<file path="src/rtl/acr_defines.vh">
// Purpose: Constants for the converter control and register logic.
// Assumes: AXI4-Lite with 32-bit data; registers in the low byte of each word.
// Notes: Definitions only.
`ifndef ACR_DEFINES_VH
`define ACR_DEFINES_VH
`define ACR_ADDR_W 12
// Each register sits in its own word, so its byte address is four times its index.
`define ACR_OFF_CSR 12'h1C0
`define ACR_OFF_RHI 12'h1C4
`define ACR_OFF_RLO 12'h1C8
`define ACR_IDX_CSR 8'h70
`define ACR_IDX_RHI 8'h71
`define ACR_IDX_RLO 8'h72
`define ACR_OFF_IRQ_STAT 12'h0F0
`define ACR_OFF_IRQ_MASK 12'h0F4
`define ACR_CSR_DONE 7
`define ACR_CSR_SPEED 6
`define ACR_CSR_ON 5
`define ACR_CSR_RSVD 4
`define ACR_CSR_RESET 8'h00
`define ACR_CSR_WMASK 8'h6F
`define ACR_DIV_SLOW 2'h3
`define ACR_DIV_FAST 2'h1
`define ACR_SAMPLE_TICKS 4'h2
`define ACR_RESP_OKAY 2'h0
`define ACR_RESP_SLVERR 2'h2
`endif

</file>
<file path="src/rtl/acr_sar_core.v">
// Purpose: Successive-approximation sequencer driven by a converter clock tick.
// Assumes: The comparator answer is valid one tick after the trial code is shown.
// Notes: Restart aborts any conversion and begins sampling again.
`timescale 1ns/1ns
`include "acr_defines.vh"
module acr_sar_core #(
   parameter RES_W = 10
) (
   input wire aclk,
   input wire aresetn,
   input wire enable,
   input wire restart,
   input wire tick,
   input wire comp_above,
   output reg sample_hold,
   output reg [RES_W-1:0] trial_code,
   output reg done_pulse,
   output reg [RES_W-1:0] result
);
   localparam ST_IDLE = 2'h0;
   localparam ST_SAMPLE = 2'h1;
   localparam ST_CONV = 2'h2;
   reg [1:0] state_r;
   reg [3:0] cnt_r;
   reg [RES_W-1:0] bit_r;
   always @(posedge aclk) begin
      if (!aresetn) begin
         state_r <= ST_IDLE;
         cnt_r <= 4'h0;
         bit_r <= {RES_W{1'b0}};
         sample_hold <= 1'b0;
         trial_code <= {RES_W{1'b0}};
         done_pulse <= 1'b0;
         result <= {RES_W{1'b0}};
      end else begin
         done_pulse <= 1'b0;
         if (!enable) begin
            state_r <= ST_IDLE;
            sample_hold <= 1'b0;
         end else if (restart || state_r == ST_IDLE) begin
            state_r <= ST_SAMPLE;
            cnt_r <= 4'h0;
            sample_hold <= 1'b1;
         end else if (tick) begin
            case (state_r)
               ST_SAMPLE: begin
                  if (cnt_r == `ACR_SAMPLE_TICKS - 4'h1) begin
                     state_r <= ST_CONV;
                     sample_hold <= 1'b0;
                     bit_r <= {1'b1, {(RES_W-1){1'b0}}};
                     trial_code <= {1'b1, {(RES_W-1){1'b0}}};
                  end else begin
                     cnt_r <= cnt_r + 4'h1;
                  end
               end
               ST_CONV: begin
                  // Each tick settles one bit, most significant first.
                  if (bit_r[0]) begin
                     result <= comp_above ? trial_code : (trial_code & ~bit_r);
                     done_pulse <= 1'b1;
                     state_r <= ST_SAMPLE;
                     cnt_r <= 4'h0;
                     sample_hold <= 1'b1;
                  end else begin
                     trial_code <= (comp_above ? trial_code : (trial_code & ~bit_r)) | (bit_r >> 1);
                  end
                  bit_r <= bit_r >> 1;
               end
               default: state_r <= ST_IDLE;
            endcase
         end
      end
   end
endmodule // acr_sar_core

</file>
<file path="src/rtl/acr_top.v">
// Purpose: Control and register logic of a 10-bit successive-approximation converter.
// Assumes: AXI4-Lite slave on aclk; analog comparator and multiplexer outside.
// Notes: Result bytes are not latched against each other.
// Notes on behaviour
// - Done flag sets at completion; clears on high-byte read or control write.
// - Done flag read-only; reserved bit four reads zero; other control bits read/write; register resets zero.
// - Converter clock is bus clock over four, or over two when speed set.
// - Clearing converter_on stops conversion; setting it starts converting.
// - Channel mux index equals the four-bit channel_select value.
// - High result byte holds result bits nine to two, resets zero.
// - Low result byte holds bits one and zero; upper six read zero.
// - Control, high and low result bytes decode at three consecutive addresses; the design decodes them a word apart, at 0x1C0, 0x1C4 and 0x1C8.
// - Converts continuously, restarting after each completion while enabled.
// - Channel change aborts conversion, clears done flag, restarts on new channel.
// - Each completion overwrites both result bytes together.
//
// The AXI4-Lite interface to the registers was left to the implementer.
`timescale 1ns/1ns
`include "acr_defines.vh"
module acr_top #(
   parameter RES_W = 10
) (
   input wire aclk,
   input wire aresetn,
   input wire [`ACR_ADDR_W-1:0] s_axi_awaddr,
   input wire [2:0] s_axi_awprot,
   input wire s_axi_awvalid,
   output reg s_axi_awready,
   input wire [31:0] s_axi_wdata,
   input wire [3:0] s_axi_wstrb,
   input wire s_axi_wvalid,
   output reg s_axi_wready,
   output reg [1:0] s_axi_bresp,
   output reg s_axi_bvalid,
   input wire s_axi_bready,
   input wire [`ACR_ADDR_W-1:0] s_axi_araddr,
   input wire [2:0] s_axi_arprot,
   input wire s_axi_arvalid,
   output reg s_axi_arready,
   output reg [31:0] s_axi_rdata,
   output reg [1:0] s_axi_rresp,
   output reg s_axi_rvalid,
   input wire s_axi_rready,
   input wire comp_above,
   output reg [3:0] channel_select,
   output reg converter_on,
   output reg sample_hold,
   output reg [RES_W-1:0] trial_code,
   output reg irq
);
   reg [7:0] csr_r;
   reg [7:0] rhi_r;
   reg [7:0] rlo_r;
   reg irq_stat_r;
   reg irq_mask_r;
   reg [1:0] div_r;
   reg tick_r;
   reg [`ACR_ADDR_W-1:0] aw_addr_r;
   reg [31:0] w_data_r;
   reg [3:0] w_strb_r;
   reg aw_have_r;
   reg w_have_r;
   reg restart_r;
   wire do_write;
   wire do_read;
   wire wr_csr;
   wire wr_hit;
   wire rd_hit;
   wire [7:0] new_csr;
   wire core_sh;
   wire [RES_W-1:0] core_trial;
   wire core_done;
   wire [RES_W-1:0] core_result;
   reg [31:0] rd_val;

   assign do_write = aw_have_r && w_have_r && !s_axi_bvalid;
   assign do_read = s_axi_arvalid && s_axi_arready;
   assign wr_csr = do_write && aw_addr_r == `ACR_OFF_CSR && w_strb_r[0];
   assign wr_hit = aw_addr_r == `ACR_OFF_CSR || aw_addr_r == `ACR_OFF_RHI || aw_addr_r == `ACR_OFF_RLO ||
      aw_addr_r == `ACR_OFF_IRQ_STAT || aw_addr_r == `ACR_OFF_IRQ_MASK;
   assign rd_hit = s_axi_araddr == `ACR_OFF_CSR || s_axi_araddr == `ACR_OFF_RHI ||
      s_axi_araddr == `ACR_OFF_RLO || s_axi_araddr == `ACR_OFF_IRQ_STAT || s_axi_araddr == `ACR_OFF_IRQ_MASK;
   // Reserved bit is dropped, so it always reads zero.
   assign new_csr = w_data_r[7:0] & `ACR_CSR_WMASK;

   always @* begin
      rd_val = 32'h00000000;
      case (s_axi_araddr)
         `ACR_OFF_CSR: rd_val = {24'h000000, csr_r};
         `ACR_OFF_RHI: rd_val = {24'h000000, rhi_r};
         // Upper bits of low byte read zero.
         `ACR_OFF_RLO: rd_val = {24'h000000, 6'h00, rlo_r[1:0]};
         `ACR_OFF_IRQ_STAT: rd_val = {31'h00000000, irq_stat_r};
         `ACR_OFF_IRQ_MASK: rd_val = {31'h00000000, irq_mask_r};
         default: rd_val = 32'h00000000;
      endcase
   end

   always @(posedge aclk) begin
      if (!aresetn) begin
         s_axi_awready <= 1'b0;
         s_axi_wready <= 1'b0;
         s_axi_bvalid <= 1'b0;
         s_axi_bresp <= `ACR_RESP_OKAY;
         s_axi_arready <= 1'b0;
         s_axi_rvalid <= 1'b0;
         s_axi_rresp <= `ACR_RESP_OKAY;
         s_axi_rdata <= 32'h00000000;
         aw_have_r <= 1'b0;
         w_have_r <= 1'b0;
         aw_addr_r <= {`ACR_ADDR_W{1'b0}};
         w_data_r <= 32'h00000000;
         w_strb_r <= 4'h0;
      end else begin
         s_axi_awready <= !aw_have_r && !s_axi_awready && s_axi_awvalid;
         s_axi_wready <= !w_have_r && !s_axi_wready && s_axi_wvalid;
         if (s_axi_awvalid && s_axi_awready) begin
            aw_have_r <= 1'b1;
            aw_addr_r <= s_axi_awaddr;
         end
         if (s_axi_wvalid && s_axi_wready) begin
            w_have_r <= 1'b1;
            w_data_r <= s_axi_wdata;
            w_strb_r <= s_axi_wstrb;
         end
         if (do_write) begin
            s_axi_bvalid <= 1'b1;
            s_axi_bresp <= wr_hit ? `ACR_RESP_OKAY : `ACR_RESP_SLVERR;
            aw_have_r <= 1'b0;
            w_have_r <= 1'b0;
         end else if (s_axi_bvalid && s_axi_bready) begin
            s_axi_bvalid <= 1'b0;
         end
         s_axi_arready <= !s_axi_rvalid && !s_axi_arready && s_axi_arvalid;
         if (do_read) begin
            s_axi_rvalid <= 1'b1;
            s_axi_rdata <= rd_val;
            s_axi_rresp <= rd_hit ? `ACR_RESP_OKAY : `ACR_RESP_SLVERR;
         end else if (s_axi_rvalid && s_axi_rready) begin
            s_axi_rvalid <= 1'b0;
         end
      end
   end

   // Control register, result bytes and interrupt status.
   always @(posedge aclk) begin
      if (!aresetn) begin
         csr_r <= `ACR_CSR_RESET;
         rhi_r <= 8'h00;
         rlo_r <= 8'h00;
         irq_stat_r <= 1'b0;
         irq_mask_r <= 1'b0;
         restart_r <= 1'b0;
         irq <= 1'b0;
      end else begin
         restart_r <= 1'b0;
         if (wr_csr) begin
            // Software bits only; done flag is not writable.
            csr_r[6:0] <= new_csr[6:0];
            restart_r <= new_csr[3:0] != csr_r[3:0];
         end
         // Clear on control write or high read; a same-cycle completion wins.
         if (core_done && converter_on && !restart_r) begin
            csr_r[`ACR_CSR_DONE] <= 1'b1;
         end else if (wr_csr || (do_read && s_axi_araddr == `ACR_OFF_RHI)) begin
            csr_r[`ACR_CSR_DONE] <= 1'b0;
         end
         if (core_done && converter_on && !restart_r) begin
            rhi_r <= core_result[RES_W-1:RES_W-8];
            rlo_r <= {6'h00, core_result[1:0]};
         end
         if (core_done && converter_on && !restart_r) begin
            irq_stat_r <= 1'b1;
         end else if (do_write && aw_addr_r == `ACR_OFF_IRQ_STAT && w_strb_r[0] && w_data_r[0]) begin
            irq_stat_r <= 1'b0;
         end
         if (do_write && aw_addr_r == `ACR_OFF_IRQ_MASK && w_strb_r[0]) begin
            irq_mask_r <= w_data_r[0];
         end
         irq <= irq_stat_r && irq_mask_r;
      end
   end

   always @(posedge aclk) begin
      if (!aresetn) begin
         div_r <= 2'h0;
         tick_r <= 1'b0;
      end else begin
         tick_r <= div_r == 2'h0;
         if (div_r == 2'h0) begin
            div_r <= csr_r[`ACR_CSR_SPEED] ? `ACR_DIV_FAST : `ACR_DIV_SLOW;
         end else begin
            div_r <= div_r - 2'h1;
         end
      end
   end

   always @(posedge aclk) begin
      if (!aresetn) begin
         channel_select <= 4'h0;
         converter_on <= 1'b0;
         sample_hold <= 1'b0;
         trial_code <= {RES_W{1'b0}};
      end else begin
         channel_select <= csr_r[3:0];
         converter_on <= csr_r[`ACR_CSR_ON];
         sample_hold <= core_sh;
         trial_code <= core_trial;
      end
   end

   acr_sar_core #(
      .RES_W(RES_W)
   ) u_core (
      .aclk(aclk),
      .aresetn(aresetn),
      .enable(converter_on),
      .restart(restart_r),
      .tick(tick_r),
      .comp_above(comp_above),
      .sample_hold(core_sh),
      .trial_code(core_trial),
      .done_pulse(core_done),
      .result(core_result)
   );
endmodule // acr_top

</file>
<file path="config.mk">
export PLATFORM = sky130hd
export DESIGN_NAME = acr_top
export DESIGN_NICKNAME = d
export VERILOG_FILES = /design/src/rtl/acr_sar_core.v /design/src/rtl/acr_top.v
export VERILOG_INCLUDE_DIRS = /design/src /design/src/rtl
export SDC_FILE = /design/constraint.sdc
export NUM_CORES = 1
export LEC_CHECK = 0
export ABC_AREA = 1
export CORE_ASPECT_RATIO = 0.75
export CORE_MARGIN = 2
export CORE_UTILIZATION = 55
export DETAILED_ROUTE_END_ITERATION = 6
export DONT_BUFFER_PORTS = 1
export GPL_TIMING_DRIVEN = 0
export PLACE_DENSITY = 0.8
export SLEW_MARGIN = 20
export SYNTH_ARGS = -nofsm -noshare
export SYNTH_HDL_FRONTEND = slang
export SYNTH_SLANG_ARGS = --single-unit
</file>
<file path="constraint.sdc">
create_clock -name aclk -period 2.6 [get_ports aclk]
set_input_delay 0.26 -clock aclk [delete_from_list [all_inputs] [get_ports aclk]]
set_output_delay 0.26 -clock aclk [all_outputs]
set_load 0.01 [all_outputs]
</file>
; Word level (Yosys, flattened, before mapping)
; Cells that the tools add are included.
; W data, S select, Z words.
[totals]
output_inout_bits = 58
register_bits = 141
in_bits = 74
[classes]
n_reduce_logical = 63
eq_ne = 20
n_mux = 34
n_addsub = 2
bitwise = 8
[op_table]
columns = cell, n
row1 = $eq A12 B9 Y1 const B, 6
row2 = $eq A12 B8 Y1 const B, 4
row3 = $pmux W10 S2, 2
row4 = $pmux W8 S5, 1
row5 = $mux W10, 3
row6 = $logic_and A1 B1 Y1, 24
row7 = $mux W4, 4
row8 = $mux W1, 15
row9 = $reduce_and A5 Y1, 3
row10 = $mux W2, 6
row11 = $reduce_bool A2 Y1, 6
row12 = $and A10 B10 Y10, 1
row13 = $logic_or A1 B1 Y1, 10
row14 = $not A10 Y10, 1
row15 = $or A10 B9 Y10, 1
row16 = $logic_not A1 Y1, 8
row17 = $pmux W4 S2, 1
row18 = $ne A3 B1 Y1 const B, 2
row19 = $reduce_and A3 Y1, 2
row20 = $reduce_and A6 Y1, 1
row21 = $not A1 Y1, 5
row22 = $reduce_or A5 Y1, 1
row23 = $add A4 B1 Y4 const B, 1
row24 = $eq A4 B1 Y1 const B, 1
row25 = 15 further kinds, 18

; Logic depth before layout (Yosys ltp)
[logic_depth]
depth_word = 7
mapped_depth = 10
depth_no_buf = 10

; Hierarchy
; A second synthesis with hierarchy kept.
[unflattened]
cells_unflattened = 643
area_unflattened_um2 = 4837.1
[modules_own_cells]
columns = module, instances, area_per_inst_um2, cells_each
row1 = acr_top, 1, 3125.5, 413
row2 = acr_sar_core, 1, 1711.6, 230

; Least setup slack after synthesis
; OpenSTA, ideal clock, no wires.
[synth_timing]
path_type = reg2reg
from = register u_core.state_r[0]
to = register u_core.cnt_r[3]
t_arrival_ns = 1.405
path_slack_ns = 1.079
t_required_ns = 2.484
stages_incl_launch_ff = 9
cell_sequence = dfxtp_1 > inv_1 > ha_1 > nand2_1 > nand2_1 > o21ai_1 > nand2_1 > o21ai_0 > nor2_1
[synth_between]
elab_chain_len = 4
[synth_lines]
columns = element, line
row1 = start: declaration, acr_sar_core.v:23  ; reg [1:0] state_r;
row2 = start signal: assignment, acr_sar_core.v:28  ; state_r <= ST_IDLE;
row3 = start signal: assignment, acr_sar_core.v:38  ; state_r <= ST_IDLE;
row4 = start signal: assignment, acr_sar_core.v:41  ; state_r <= ST_SAMPLE;
row5 = "$eq A2 B2 Y1, or another cell as far along", acr_sar_core.v:45  ; case (state_r)
row6 = $pmux W4 S2 / $logic_or A1 B1 Y1 (equally long branches), "acr_sar_core.v:45, acr_sar_core.v:40"
row7 = "$mux W4, or another cell as far along", acr_sar_core.v:44  ; end else if (tick) begin
row8 = $mux W4 / $reduce_and A5 Y1 (equally long branches), -
row9 = end signal: assignment, acr_sar_core.v:53  ; cnt_r <= cnt_r + 4'h1;
row10 = end: declaration, acr_sar_core.v:24  ; reg [3:0] cnt_r;
; Parallel ways exist; a longest one is shown, timed or not. The select of a mux whose other input is x is not followed.
; A chain may end at the register's enable or synchronous reset.

; Worst setup path after layout
[layout_timing]
from = register u_core.state_r[0]
to = register u_core.trial_code[8]
[layout_between]
elab_chain_len = 4
[layout_lines]
columns = element, line
row1 = "parallel branches: the longest is 4 deep, another holds $reduce_and A6 Y1", -
row2 = end signal: assignment, acr_sar_core.v:32  ; trial_code <= {RES_W{1'b0}};
row3 = end signal: assignment, acr_sar_core.v:51  ; trial_code <= {1'b1, {(RES_W-1){1'b0}}};
row4 = end signal: assignment, acr_sar_core.v:65  ; trial_code <= (comp_above ? trial_code : (trial_code & ~bit_r)) | (bit_r >> 1);
row5 = end: declaration, acr_sar_core.v:16  ; output reg [RES_W-1:0] trial_code,
; Several ways; the timed one is not identified.

==> run_results.csv <==
group,metric,value,unit
sta,tightest_slew,0.685,ns
synth,synth_mux_area_share,0,%
synth,synth_seq_cells,114,
clock_tree,path_clk_slew,0.06,ns
cells_and_area,drive_gt1_share,10.2,%
placement,postPlaceCellArea,4940,um2
worst_setup_path,slowest_stage,"dfxtp_1",
hold_path,hold_depth,3,
global_routing,grt_pass1_wl,19100,um
sta,hold_violations,0,
worst_setup_path,cp.arrival,2.16,ns
floorplan,start_util,56.2,%
worst_setup_path,cp_max_fo,10,
sta,finalMaxSlewViolations,0,
clock_tree,htreeDepth,4,
synth,yosysWarnings,0,
clock_tree,cts_buffer_depth,2,
cells_and_area,fin_area,5580,um2
synth,synth_area_leader_cell,"dfxtp_1",
worst_setup_path,cp-start-kind,"register",
cells_and_area,nets,756,
sta,period_minus_slack,1.84,ns
synth,synth-xor-area-share,0.743,%
global_routing,use_met2,40.5,%
worst_setup_path,critPathKind,"register to register",
floorplan,coreArea,8380,um2
synth,syn_area_per_cell,7.49,um2
sta,max_freq,544,MHz
worst_setup_path,cp.required,2.92,ns
drt,routedWlPerCell,14.5,um
floorplan,die_w,111,um
hold_path,hold_class,"primary input to register",
worst_setup_path,r2r_slack,0.76,ns
worst_setup_path,critPathMaxStageDelay,0.33,ns
worst_setup_path,r2r_start,"u_core.state_r[0]",
placement,io_buffers,0,
drt,drtPass1Iterations,6,
drt,vias_per_cell,5.27,
synth,netlist_instances,629,
drt,via_count,4198,
global_routing,antenna_found_initial,0,
synth,synthAdderAreaFrac,1.59,%
sta,setup_viol,0,
clock_tree,root_buffer,"clkbuf_16",
floorplan,die_h,84.2,um
drt,drt_iter0_markers,410,
worst_setup_path,rr_endpoint,"u_core.trial_code[8]",
worst_setup_path,r2r_cells,7,
worst_setup_path,end_kind,"register",
synth,yosys-top-cells-area,"dfxtp_1, nand2_1, nor2_1",
clock_tree,numClockSinks,114,
worst_setup_path,crit_chain,"inv_1 > ha_1 > nand2_1 > o21ai_0 > nand3_2 > buf_4 > o31ai_1",
floorplan,die-area,9330,um2
synth,synthesis.area,4710,um2
drt,route.detailed.drc,0,
clock_tree,cts_tree,"done",
global_routing,grt_pass1_vias,4017,
placement,globalplace.congestion,0.900,
cells_and_area,antennaDiodeCount,0,
sta,rsz0062_at_grt,"no",
synth,synth.distinct_cells,31,
cells_and_area,area_growth,18.5,%
synth,synth_top_family_by_area,"simple AND/OR/NAND/NOR gates",
drt,drt-total-wl,11600,um
drt,drtAntennaViolNets,0,
sta,fin_crit_sh,70.7,%
sta,slew-limit-headroom,54.3,%
synth,ys_seq_area_share,48.4,%
synth,synth_compound_area_share,13.4,%
hold_path,hold_path_end,"s_axi_rvalid",
clock_tree,cts_setup_buffers,0,
global_routing,grt_usage,25.5,%
global_routing,grt_start_max_net_pins,17,
power,irDropWorstVdd,0.521,mV
sta,clock-skew-final,0.00785,ns
sta,fin_tns_setup,0,ns
global_routing,met3_usage,8.38,%
global_routing,grt.overflow.total,0,
worst_setup_path,cp.buffers_inverters,2,
global_routing,gr-usage-met1,33.7,%
floorplan,core.rowCount,29,
synth,synth_top_area_share,48.4,%
run_status,status,"completed",
power,leakage,2.48,nW
synth,synthSimpleGateAreaFrac,24.4,%
placement,dp_hpwl,8120,um
run,cap_violations,0,
floorplan,boundaryPins,132,
power,p_per_area,780,nW/um2
global_routing,grt_most_used_layer,"met2",
worst_setup_path,critPathTopFamily,"simple AND/OR/NAND/NOR gates",
hold_path,hp-start,"s_axi_rready",
clock_tree,clk_latency,0.41,ns
clock_tree,cts_inserted_buffers,17,
cells in the mapped netlist:
master	number
dfxtp_1	114
nand2_1	105
nor2_1	102
inv_1	67
o21ai_0	55
a21oi_1	45
nand3_1	45
buf_4	28
clkbuf_1	13
nor3_1	9
o31ai_1	7
a21boi_0	6
ha_1	6
nand4_1	4
nand3_2	3
xor2_1	3
clkinv_1	2
o21ai_1	2
a211oi_1	1
a31oi_1	1
buf_2	1
buf_6	1
conb_1	1
inv_2	1
nand2_2	1
nor2_2	1
nor2_4	1
nor3_4	1
o211ai_1	1
or2_2	1
xnor2_1	1
power breakdown:
part / switching, mW / leakage, nW / internal, mW / total [mW]
Combinational: 0.111 / 1.27 / 0.0617 / 0.173
Clock: 0.830 / 0.289 / 1.56 / 2.39
Sequential: 0.0202 / 0.922 / 1.77 / 1.79
Total: 0.961 / 2.48 / 3.39 / 4.36
state kept, by name (all words and copies together), names as in the netlist, 2 cells and up:
signal             cells
csr_r                  7
w_data_r               6
u_core.result         10
channel_select         4
u_core.bit_r          10
u_core.state_r         2
rhi_r                  8
trial_code            10
div_r                  2
s_axi_rdata            8
u_core.trial_code     10
aw_addr_r             12
u_core.cnt_r           4
rlo_r                  2
through the flow:
step | instances | power [mW] | hold slack, ns | setup slack (ns) | utilization, %
3_5_place_dp | 762 | 2.00 | 0.384 | 0.807 | 58.9
5_1_grt | 797 | 4.47 | 0.0240 | 0.580 | 66.6
3_3_place_gp | 762 | 1.99 | 0.380 | 0.885 | 58.9
4_1_cts | 797 | 4.37 | 0.0122 | 0.789 | 66.6
2_1_floorplan | 654 | 1.96 | 0.378 | 1.08 | -
6_report | 797 | 4.36 | 0.0157 | 0.763 | 66.6
logic make-up after synthesis:
family,Yosys count
other,1
AO/OA/AOI/OAI,118
flip-flops,114
AND/OR/NAND/NOR,273
XOR/XNOR,4
buffers and inverters,113
adder cells (fa/ha/maj),6
area by class of cell:
cell class              instances  area (um2)
fillers                       691        2800
well taps                     108         135
repair buffers                  3        30.0
inverters                      70         263
plain buffers                  43         275
clock inverters                12         156
multi-input cells             427        1990
flip-flops and latches        114        2280
clock buffers                  20         457
timing repair:
item | 4_1_cts | 5_1_grt
hold endpoints to repair | 3 | 0
hold buffers | 3 | 0
resized for setup | 0 | 0
setup endpoints to repair | 0 | 0
placed cells by master, fill, tap and decap left out, types with 3 or more instances in the layout:
cell type | netlist | routed
dfxtp_1 | 114 | 114
nand2_1 | 105 | 105
dlygate4sd3_1 | 0 | 3
clkinvlp_4 | 0 | 4
a21boi_0 | 6 | 6
inv_1 | 67 | 67
clkbuf_1 | 13 | 14
o21ai_0 | 55 | 55
nand4_1 | 4 | 4
bufinv_16 | 0 | 3
conb_1 | 1 | 26
o31ai_1 | 7 | 7
a21oi_1 | 45 | 45
nor3_1 | 9 | 9
nor2_1 | 102 | 102
clkbuf_16 | 0 | 17
ha_1 | 6 | 6
nand3_1 | 45 | 45
xor2_1 | 3 | 3
nand3_2 | 3 | 3
buf_4 | 28 | 28
worst register-to-register path: stages (launching register included):
cell     delay [ns]
dfxtp_1        0.33
inv_1          0.09
ha_1           0.33
nand2_1        0.19
o21ai_0        0.14
nand3_2        0.23
buf_4          0.24
o31ai_1        0.20
worst max-delay path by stage:
| stage | start | endpoint | slack, ns | cells after the start |
|---|---|---|---|---|
| 2_1_floorplan | u_core.state_r[0] | u_core.cnt_r[3] | 1.08 | 8 |
| 3_3_place_gp | u_core.state_r[0] | u_core.cnt_r[3] | 0.88 | 8 |
| 3_5_place_dp | u_core.state_r[0] | u_core.trial_code[6] | 0.81 | 7 |
| 4_1_cts | u_core.state_r[0] | u_core.trial_code[6] | 0.79 | 7 |
| 5_1_grt | u_core.state_r[0] | u_core.trial_code[2] | 0.58 | 8 |
| 6_report | u_core.state_r[0] | u_core.trial_code[8] | 0.76 | 7 |
routing by layer:
layer | wire length [um] | part of all wire, %
met4 | 154 | 1.3
met1 | 5110 | 44
met3 | 1080 | 9.3
met2 | 5250 | 45
met5 | 0 | 0
Power figures use the tool's default switching activity.
